### config.mk
export PLATFORM = sky130hd
export DESIGN_NAME = spd_port
export DESIGN_NICKNAME = d
export VERILOG_FILES = /design/src/verilog/spd_pkg.sv /design/src/verilog/spd_port.sv /design/src/verilog/spd_mem.sv
export SDC_FILE = /design/constraint.sdc
export NUM_CORES = 1
export LEC_CHECK = 0
export BUFFER_PORTS_ARGS = -buffer_cell sky130_fd_sc_hd__buf_2
export CAP_MARGIN = 5
export CORE_MARGIN = 2
export CORE_UTILIZATION = 45
export CTS_CLUSTER_DIAMETER = 60
export CTS_CLUSTER_SIZE = 20
export DETAILED_ROUTE_END_ITERATION = 12
export HOLD_SLACK_MARGIN = 0.08
export MAX_ROUTING_LAYER = met4
export PLACE_DENSITY = 0.66
export SYNTH_ARGS = -nofsm -noshare
export SYNTH_HDL_FRONTEND = slang
export SYNTH_SLANG_ARGS = --single-unit
export TNS_END_PERCENT = 1
### constraint.sdc
create_clock -name MCLK -period 2.6 [get_ports MCLK]
set_input_delay 0.52 -clock MCLK [delete_from_list [all_inputs] [get_ports MCLK]]
set_output_delay 0.52 -clock MCLK [all_outputs]
set_load 0.005 [all_outputs]
### src/verilog/spd_pkg.sv
// Package of constants for the serial print and driver port
package spd_pkg;
    // Port modes
    typedef enum logic [1:0] {
        SPD_MODE_IDLE,
        SPD_MODE_BRIDGED,
        SPD_MODE_PERIPH
    } spd_mode_e;
    // Driver modes, two-bit field
    localparam logic [1:0] SPD_DRV_P2P = 2'h0;
    localparam logic [1:0] SPD_DRV_SLAVE_A = 2'h1;
    localparam logic [1:0] SPD_DRV_HALF = 2'h2;
    localparam logic [1:0] SPD_DRV_TWO = 2'h3;
    // Register indices on the plain port
    localparam logic [3:0] SPD_REG_CTRL = 4'h0;
    localparam logic [3:0] SPD_REG_DROP = 4'h1;
    localparam logic [3:0] SPD_REG_BAUD = 4'h2;
    localparam logic [3:0] SPD_REG_STAT = 4'h3;
    localparam logic [3:0] SPD_REG_ETHDROP = 4'h4;
    // Control field positions
    localparam int SPD_CTRL_MODE_LSB = 0;
    localparam int SPD_CTRL_DRV_LSB = 2;
    localparam int SPD_CTRL_PROXY_BIT = 4;
    localparam int SPD_CTRL_PAR_EN_BIT = 5;
    localparam int SPD_CTRL_PAR_ODD_BIT = 6;
    localparam int SPD_CTRL_SEVEN_BIT = 7;
    // Reset values
    localparam logic [7:0] SPD_CTRL_RST = 8'h00;
    localparam logic [7:0] SPD_DROP_RST = 8'h00;
    // Baud divisor: 10 MHz / 9600 baud rounded down
    localparam int SPD_CLK_HZ = 10000000;
    localparam int SPD_BAUD_DEF = 9600;
    localparam logic [15:0] SPD_DIV_RST = 16'(SPD_CLK_HZ / SPD_BAUD_DEF);
    localparam logic [7:0] SPD_HUNDRED = 8'h64;
    localparam int SPD_DEPTH = 16;
endpackage

### src/verilog/spd_port.sv
// Serial data port: bridged-link drop handling, print output, driver control
// Operation
// - Joined ports both use bridged-link mode and the same drop number.
// - With proxy on in bridged-link mode, Ethernet drop keeps the two low decimal digits.
// - Peripheral port accepts routed print requests of its module.
// - Accepted print requests go out as raw ASCII characters on serial.
// - Point-to-point drive: driver always on, receiver always on.
// - Slave drive A: driver follows CTS, high impedance when inactive.
// - Half duplex: driver always on, receiver off while transmitting.
// - Two-wire: driver follows CTS, receiver off while transmitting.
`timescale 1ns/1ps
`default_nettype none
module spd_port
    import spd_pkg::*;
#(
    parameter int DEPTH = spd_pkg::SPD_DEPTH
) (
    input wire logic MCLK, // 10 MHz clock
    input wire logic RST, // Async reset, active high
    input wire logic [3:0] ADDR, // Register index
    input wire logic [7:0] WDATA, // Write data
    input wire logic WR, // Write strobe
    input wire logic RD, // Read strobe
    output logic [7:0] RDATA, // Read data, cycle after RD
    input wire logic PRN_VALID, // Routed print character valid
    input wire logic [7:0] PRN_DATA, // Print character
    output logic PRN_READY, // Queue can take a character
    input wire logic CTS, // Clear to send, active high
    input wire logic RXD_IN, // Line receive data
    output logic RXD_OUT, // Receive data gated to the port
    output logic TXD, // Transmit data
    output logic TX_OE_N, // Driver enable, low drives the line
    output logic RX_EN // Receiver enabled
);
    import spd_pkg::*;
    localparam int AW = $clog2(DEPTH);
    typedef enum logic [1:0] {ST_IDLE, ST_LOAD, ST_SHIFT} spd_tx_e;

    //----------------------------------------
    // Registers
    //----------------------------------------
    logic [7:0] ctrl_reg, ctrl_next;
    logic [7:0] drop_reg, drop_next;
    logic [15:0] div_reg, div_next;
    logic [7:0] rdata_reg, rdata_next;
    logic [AW:0] wptr_reg, wptr_next, rptr_reg, rptr_next;
    spd_tx_e st_reg, st_next;
    logic [15:0] bcnt_reg, bcnt_next;
    logic [3:0] bits_reg, bits_next;
    logic [10:0] sh_reg, sh_next;
    logic txd_reg, txd_next;
    logic [7:0] mem_q;
    logic [1:0] mode_f, drv_f;
    logic proxy, par_en, par_odd, seven, full, empty, push, pop, busy, par;
    logic [7:0] eth_drop, ch;
    logic [3:0] nbits;

    assign mode_f = ctrl_reg[SPD_CTRL_MODE_LSB +: 2];
    assign drv_f = ctrl_reg[SPD_CTRL_DRV_LSB +: 2];
    assign proxy = ctrl_reg[SPD_CTRL_PROXY_BIT];
    assign par_en = ctrl_reg[SPD_CTRL_PAR_EN_BIT];
    assign par_odd = ctrl_reg[SPD_CTRL_PAR_ODD_BIT];
    assign seven = ctrl_reg[SPD_CTRL_SEVEN_BIT];

    // Announced Ethernet drop: two low decimal digits when proxied in bridged-link mode
    always_comb
    begin
        eth_drop = drop_reg;
        if (proxy && mode_f == SPD_MODE_BRIDGED)
        begin
            eth_drop = drop_reg % SPD_HUNDRED;
        end
    end

    // Queue status; only peripheral mode accepts print data
    assign full = (wptr_reg[AW] != rptr_reg[AW]) &&
                  (wptr_reg[AW-1:0] == rptr_reg[AW-1:0]);
    assign empty = (wptr_reg == rptr_reg);
    assign PRN_READY = !full && (mode_f == SPD_MODE_PERIPH);
    assign push = PRN_VALID && PRN_READY;
    assign pop = (st_reg == ST_IDLE) && !empty;
    assign busy = (st_reg != ST_IDLE) || !empty;

    spd_mem #(.WIDTH(8), .DEPTH(DEPTH)) u_mem (
        .clk(MCLK),
        .we(push),
        .waddr(wptr_reg[AW-1:0]),
        .wdata(PRN_DATA),
        .raddr(rptr_reg[AW-1:0]),
        .rdata(mem_q)
    );

    //----------------------------------------
    // Register port
    //----------------------------------------
    // Register writes and read data
    always_comb
    begin
        ctrl_next = ctrl_reg;
        drop_next = drop_reg;
        div_next = div_reg;
        rdata_next = 8'h00;
        if (WR)
        begin
            case (ADDR)
                SPD_REG_CTRL: ctrl_next = WDATA;
                SPD_REG_DROP: drop_next = WDATA;
                SPD_REG_BAUD: div_next = {WDATA, 8'h00};
                default: ;
            endcase
        end
        if (RD)
        begin
            case (ADDR)
                SPD_REG_CTRL: rdata_next = ctrl_reg;
                SPD_REG_DROP: rdata_next = drop_reg;
                SPD_REG_BAUD: rdata_next = div_reg[15:8];
                SPD_REG_STAT: rdata_next = {5'h00, RX_EN, full, busy};
                SPD_REG_ETHDROP: rdata_next = eth_drop;
                default: rdata_next = 8'h00;
            endcase
        end
    end

    // Register the port state
    always_ff @(posedge MCLK or posedge RST)
    begin
        if (RST)
        begin
            ctrl_reg <= SPD_CTRL_RST;
            drop_reg <= SPD_DROP_RST;
            div_reg <= SPD_DIV_RST;
            rdata_reg <= 8'h00;
        end
        else
        begin
            ctrl_reg <= ctrl_next;
            drop_reg <= drop_next;
            div_reg <= div_next;
            rdata_reg <= rdata_next;
        end
    end
    assign RDATA = rdata_reg;

    //----------------------------------------
    // Transmitter
    //----------------------------------------
    // Frame build: start, 7 or 8 data bits, optional parity, stop
    always_comb
    begin
        ch = seven ? {1'b0, mem_q[6:0]} : mem_q;
        par = (^ch) ^ par_odd;
        nbits = 4'h9 + {3'h0, par_en} - {3'h0, seven};
        st_next = st_reg;
        bcnt_next = bcnt_reg;
        bits_next = bits_reg;
        sh_next = sh_reg;
        txd_next = txd_reg;
        wptr_next = push ? wptr_reg + (AW+1)'(1) : wptr_reg;
        rptr_next = pop ? rptr_reg + (AW+1)'(1) : rptr_reg;
        case (st_reg)
            ST_IDLE:
            begin
                txd_next = 1'b1;
                if (pop)
                begin
                    st_next = ST_LOAD;
                end
            end
            ST_LOAD:
            begin
                // Raw ASCII character out of the line
                sh_next = seven ? {1'b1, 1'b1, par, ch[6:0], 1'b0}
                                : {1'b1, par, ch, 1'b0};
                if (!par_en)
                begin
                    sh_next = seven ? {2'h3, 1'b1, ch[6:0], 1'b0}
                                    : {1'b1, 1'b1, ch, 1'b0};
                end
                bits_next = nbits;
                bcnt_next = div_reg;
                txd_next = 1'b0;
                st_next = ST_SHIFT;
            end
            ST_SHIFT:
            begin
                if (bcnt_reg <= 16'h0001)
                begin
                    bcnt_next = div_reg;
                    sh_next = {1'b1, sh_reg[10:1]};
                    txd_next = sh_reg[1];
                    if (bits_reg == 4'h0)
                    begin
                        // Stop bit done: busy ends only now
                        st_next = ST_IDLE;
                        txd_next = 1'b1;
                    end
                    else
                    begin
                        bits_next = bits_reg - 4'h1;
                    end
                end
                else
                begin
                    bcnt_next = bcnt_reg - 16'h0001;
                end
            end
            default: st_next = ST_IDLE;
        endcase
    end

    // Register the transmitter
    always_ff @(posedge MCLK or posedge RST)
    begin
        if (RST)
        begin
            st_reg <= ST_IDLE;
            bcnt_reg <= 16'h0000;
            bits_reg <= 4'h0;
            sh_reg <= 11'h7FF;
            txd_reg <= 1'b1;
            wptr_reg <= '0;
            rptr_reg <= '0;
        end
        else
        begin
            st_reg <= st_next;
            bcnt_reg <= bcnt_next;
            bits_reg <= bits_next;
            sh_reg <= sh_next;
            txd_reg <= txd_next;
            wptr_reg <= wptr_next;
            rptr_reg <= rptr_next;
        end
    end
    assign TXD = txd_reg;

    //----------------------------------------
    // Driver control
    //----------------------------------------
    // Driver enable and receiver gating by driver mode
    always_comb
    begin
        TX_OE_N = 1'b0;
        RX_EN = 1'b1;
        case (drv_f)
            SPD_DRV_P2P: RX_EN = 1'b1;
            SPD_DRV_SLAVE_A: TX_OE_N = !CTS;
            SPD_DRV_HALF: RX_EN = !busy;
            SPD_DRV_TWO:
            begin
                TX_OE_N = !CTS;
                RX_EN = !busy;
            end
            default: RX_EN = 1'b1;
        endcase
    end
    assign RXD_OUT = RX_EN ? RXD_IN : 1'b1;
endmodule
`default_nettype wire

### src/verilog/spd_mem.sv
// Character queue memory with registered read data
`timescale 1ns/1ps
`default_nettype none
module spd_mem #(
    parameter int WIDTH = 8,
    parameter int DEPTH = 16,
    parameter int AW = $clog2(DEPTH)
) (
    input wire logic clk, // Clock
    input wire logic we, // Write enable
    input wire logic [AW-1:0] waddr, // Write address
    input wire logic [WIDTH-1:0] wdata, // Write data
    input wire logic [AW-1:0] raddr, // Read address
    output logic [WIDTH-1:0] rdata // Registered read data
);
    logic [WIDTH-1:0] mem [DEPTH];
    // Write and registered read
    always_ff @(posedge clk)
    begin
        if (we)
        begin
            mem[waddr] <= wdata;
        end
        rdata <= mem[raddr];
    end
endmodule
`default_nettype wire

==> flow_metrics.tcl <==
set metrics [dict create \
    largest_reg_flops 128 \
    max-clock-path-buffers 3 \
    drt_pre_antenna_iters 4 \
    htreeDepth 1 \
    cts_tree "yes" \
    grt_overflow 0 \
    end_kind "primary output" \
    drtAntennaViolNets 0 \
    die_area_sq_um 22100 \
    p_total_w 0.0110 \
    synth-seq-area-share_pct 62.5 \
    synth_top_cell_area_share_pct 40.7 \
    post_drt_wl_per_cell_um 21.1 \
    detail_route.drc_violations 0 \
    vias 5641 \
    row_count 52 \
    floorplan.initialDensity_pct 46.2 \
    die_h_um 149 \
    drive_gt1_share_pct 27.7 \
    finalClockSkew_ps 29.1 \
    post_synth_edffs 128 \
    min_period_over_period_pct 96.7 \
    endpoint_required_time_on_the_critical_path_ps 2080 \
    synth.lib_cells_used.distinct 72 \
    pin_count_of_the_biggest_net_entering_global_routing 36 \
    tightest_slew_ps 681 \
    criticalPathCategory "reg2out" \
    pwr-share-comb_pct 35.6 \
    worst-path-max-fanout 5 \
    clk_transition_reported_paths_ps 80 \
    max-cap-violations 0 \
    floorplan.io_pins 40 \
    timing.fmax_ghz 0.398 \
    setup_slack_after_placement_ps 435 \
    gpl.final_weighted_congestion 0.907 \
    wl_um 20700 \
    yosys.area.top_type "sky130_fd_sc_hd__edfxtp_1" \
    first_global_vias 5717 \
    design.core.area_sq_um 20400 \
    cts_sinks 211 \
    numCtsBuffers 16 \
    design.final.nets 744 \
    detailed_place.area_sq_um 10100 \
    postSynth.topFlopCell "sky130_fd_sc_hd__edfxtp_1" \
    hold_violations 0 \
    synth.cell_area_sq_um 9430 \
    drt_iter0_drc 429 \
    width_of_the_die_um 149 \
    vias_per_cell 5.73 \
    hp-class "in2reg" \
    crit_path_time_final_ps 2510 \
    cp.arrival_ps 1990 \
    cell_internal_pwr_w 0.00716 \
    critical_path.startpoint_type "flop" \
    grt_first_pass_wirelength_um 33000 \
    synth_warnings 0 \
    switching_share_pct 34.9 \
    clk_latency_ps 500 \
    run_status "finished, final reports clean" \
    synthCells 646 \
    power.density_cell_area_nw_per_um2 1030 \
    slew_headroom_pct 53.5 \
    synth.avg_cell_area_sq_um 14.6 \
    buffer_ports.inserted 39 \
    ys_seq_elements 211 \
    cts_root_buf "sky130_fd_sc_hd__clkbuf_16" \
    ys_async_sr_fraction_pct 35.5 \
    synth_top_cells_by_area "sky130_fd_sc_hd__edfxtp_1, sky130_fd_sc_hd__dfrtp_1, sky130_fd_sc_hd__mux4_2" \
    grt_use_total_pct 19.8 \
    syn_to_final_growth_pct 12.8 \
    dp_hpwl_um 14100 \
    max-vdd-ir-drop_v 0.000617 \
    synthesis.nets 686 \
    seqPwrFrac_pct 42.7 \
    total_non_filler_cell_area_in_the_finished_layout_sq_um 10600 \
    power.clock.fraction_pct 21.8 \
    number_of_antenna_violations_at_the_first_check_in_global_routing 0 \
    total_count_of_max_transition_violations_in_the_final_report 0 \
    antenna_diodes 0 \
    p_leak_nw 3.92 \
    total_switching_power_w 0.00384 \
    finalSetupViolCount 0 \
    fin_ws_ps 86.0 \
]
==> per-layer routing <==
| layer | global-route usage (%) | vias up | wire length (um) |
|---|---|---|---|
| met5 | - | - | 0 |
| met4 | 3.57 | 0 | 334 |
| li1 | - | 2592 | - |
| met1 | 28.5 | 2907 | 9370 |
| met3 | 2.20 | 24 | 786 |
| met2 | 31.5 | 118 | 10200 |
==> power by group through the flow <==
stage | logic, W | registers, W | clock network [W]
global placement | 0.00376 | 0.00471 | 0
detailed placement | 0.00386 | 0.00475 | 0
CTS | 0.00391 | 0.00468 | 0.00244
floorplan | 0.00313 | 0.00451 | 0
global route | 0.00430 | 0.00476 | 0.00255
finish | 0.00391 | 0.00469 | 0.00239
==> worst max-delay path, cell delays in order, from the launching register on <==
cell	delay [ps]
sky130_fd_sc_hd__dfrtp_2	450
sky130_fd_sc_hd__xor2_1	200
sky130_fd_sc_hd__nor4_4	370
sky130_fd_sc_hd__nand3_2	190
sky130_fd_sc_hd__nand2_2	120
sky130_fd_sc_hd__nand2b_1	50
sky130_fd_sc_hd__buf_2	120
==> layout by cell type (no fill, tap or decap), drive strengths merged, types with 3 or more instances in the layout <==
cell and count:
nor3 17, o211ai 4, a31oi 4, xor2 8, dfrtp 63, nand4 9
dfstp 12, xnor2 15, clkbuf 21, o2bb2ai 3, nor2b 7, buf 74
mux4 40, nor4 7, edfxtp 128, mux2i 15, nand2 26, clkinv 4
nand3 16, and3 14, and2 5, nand2b 6, o22ai 9, ha 13
or4 4, a2bb2oi 3, a21oi 14, nor3b 3, dfxtp 8, nor2 43
o21ai 28, mux2 26, or3 4, a211oi 4, inv 22, a22oi 7
==> cell usage after synthesis, types with 9 or more instances <==
master / count
sky130_fd_sc_hd__a21oi_1: 14
sky130_fd_sc_hd__and3_1: 14
sky130_fd_sc_hd__buf_2: 10
sky130_fd_sc_hd__clkbuf_1: 18
sky130_fd_sc_hd__dfrtp_1: 63
sky130_fd_sc_hd__dfstp_2: 12
sky130_fd_sc_hd__edfxtp_1: 128
sky130_fd_sc_hd__ha_1: 13
sky130_fd_sc_hd__inv_1: 19
sky130_fd_sc_hd__mux2_2: 25
sky130_fd_sc_hd__mux2i_1: 15
sky130_fd_sc_hd__mux4_2: 40
sky130_fd_sc_hd__nand2_1: 25
sky130_fd_sc_hd__nand3_1: 15
sky130_fd_sc_hd__nand4_1: 9
sky130_fd_sc_hd__nor2_1: 42
sky130_fd_sc_hd__nor3_1: 15
sky130_fd_sc_hd__o21ai_0: 19
sky130_fd_sc_hd__o22ai_1: 9
sky130_fd_sc_hd__xnor2_1: 15
==> worst paths after layout <==
path	start	slack (ps)	to	cells past startpoint
max	wptr_reg[0]	90	RXD_OUT	6
min	WDATA[5]	320	ctrl_reg[5]	2
max reg2reg	wptr_reg[3]	340	u_mem.mem[3][4]	8
min reg2reg	rptr_reg[4]	500	rptr_reg[4]	1
max in group asynchronous	RST	1270	div_reg[10]	4
min in group asynchronous	RST	590	drop_reg[3]	3
==> what timing repair did <==
| action | in CTS | in global routing |
|---|---|---|
| endpoints found under the setup margin | 2 | 3 |
| setup buffers | 2 | 2 |
| hold buffers | 1 | 0 |
| resized for setup | 2 | 4 |
| hold endpoints to repair | 14 | 0 |
| pin swaps | 1 | 2 |
==> kinds of logic (layout without fill, tap and decap cells) <==
family / after synthesis / after routing / synth area share (%)
buf+inv: 55 / 123 / 2.64
compound gates: 94 / 94 / 6.58
simple gates: 169 / 169 / 10.2
fa+ha+maj: 13 / 13 / 1.72
xor+xnor: 23 / 23 / 2.14
flops: 211 / 211 / 62.5
mux: 81 / 81 / 14.2
==> metrics by stage <==
step / setup TNS, ps / hold slack (ps) / util [%] / std cells
detailed placement: 0 / 489 / 49.4 / 951
CTS: 0 / 309 / 52.0 / 982
global placement: 0 / 481 / 49.4 / 951
global route: -0.0226 / 318 / 52.1 / 984
finish: 0 / 325 / 52.1 / 984
floorplan: 0 / 461 / - / 646
==> cell type report <==
| cell class | instances | area, sq um |
|---|---|---|
| clock buffers | 21 | 419 |
| multi-input cells | 380 | 3300 |
| repair buffers | 75 | 531 |
| fillers | 1692 | 9790 |
| flip-flops and latches | 211 | 5900 |
| clock inverters | 7 | 76.3 |
| inverters | 20 | 75.1 |
| well taps | 270 | 338 |
Power figures use the tool's default switching activity.
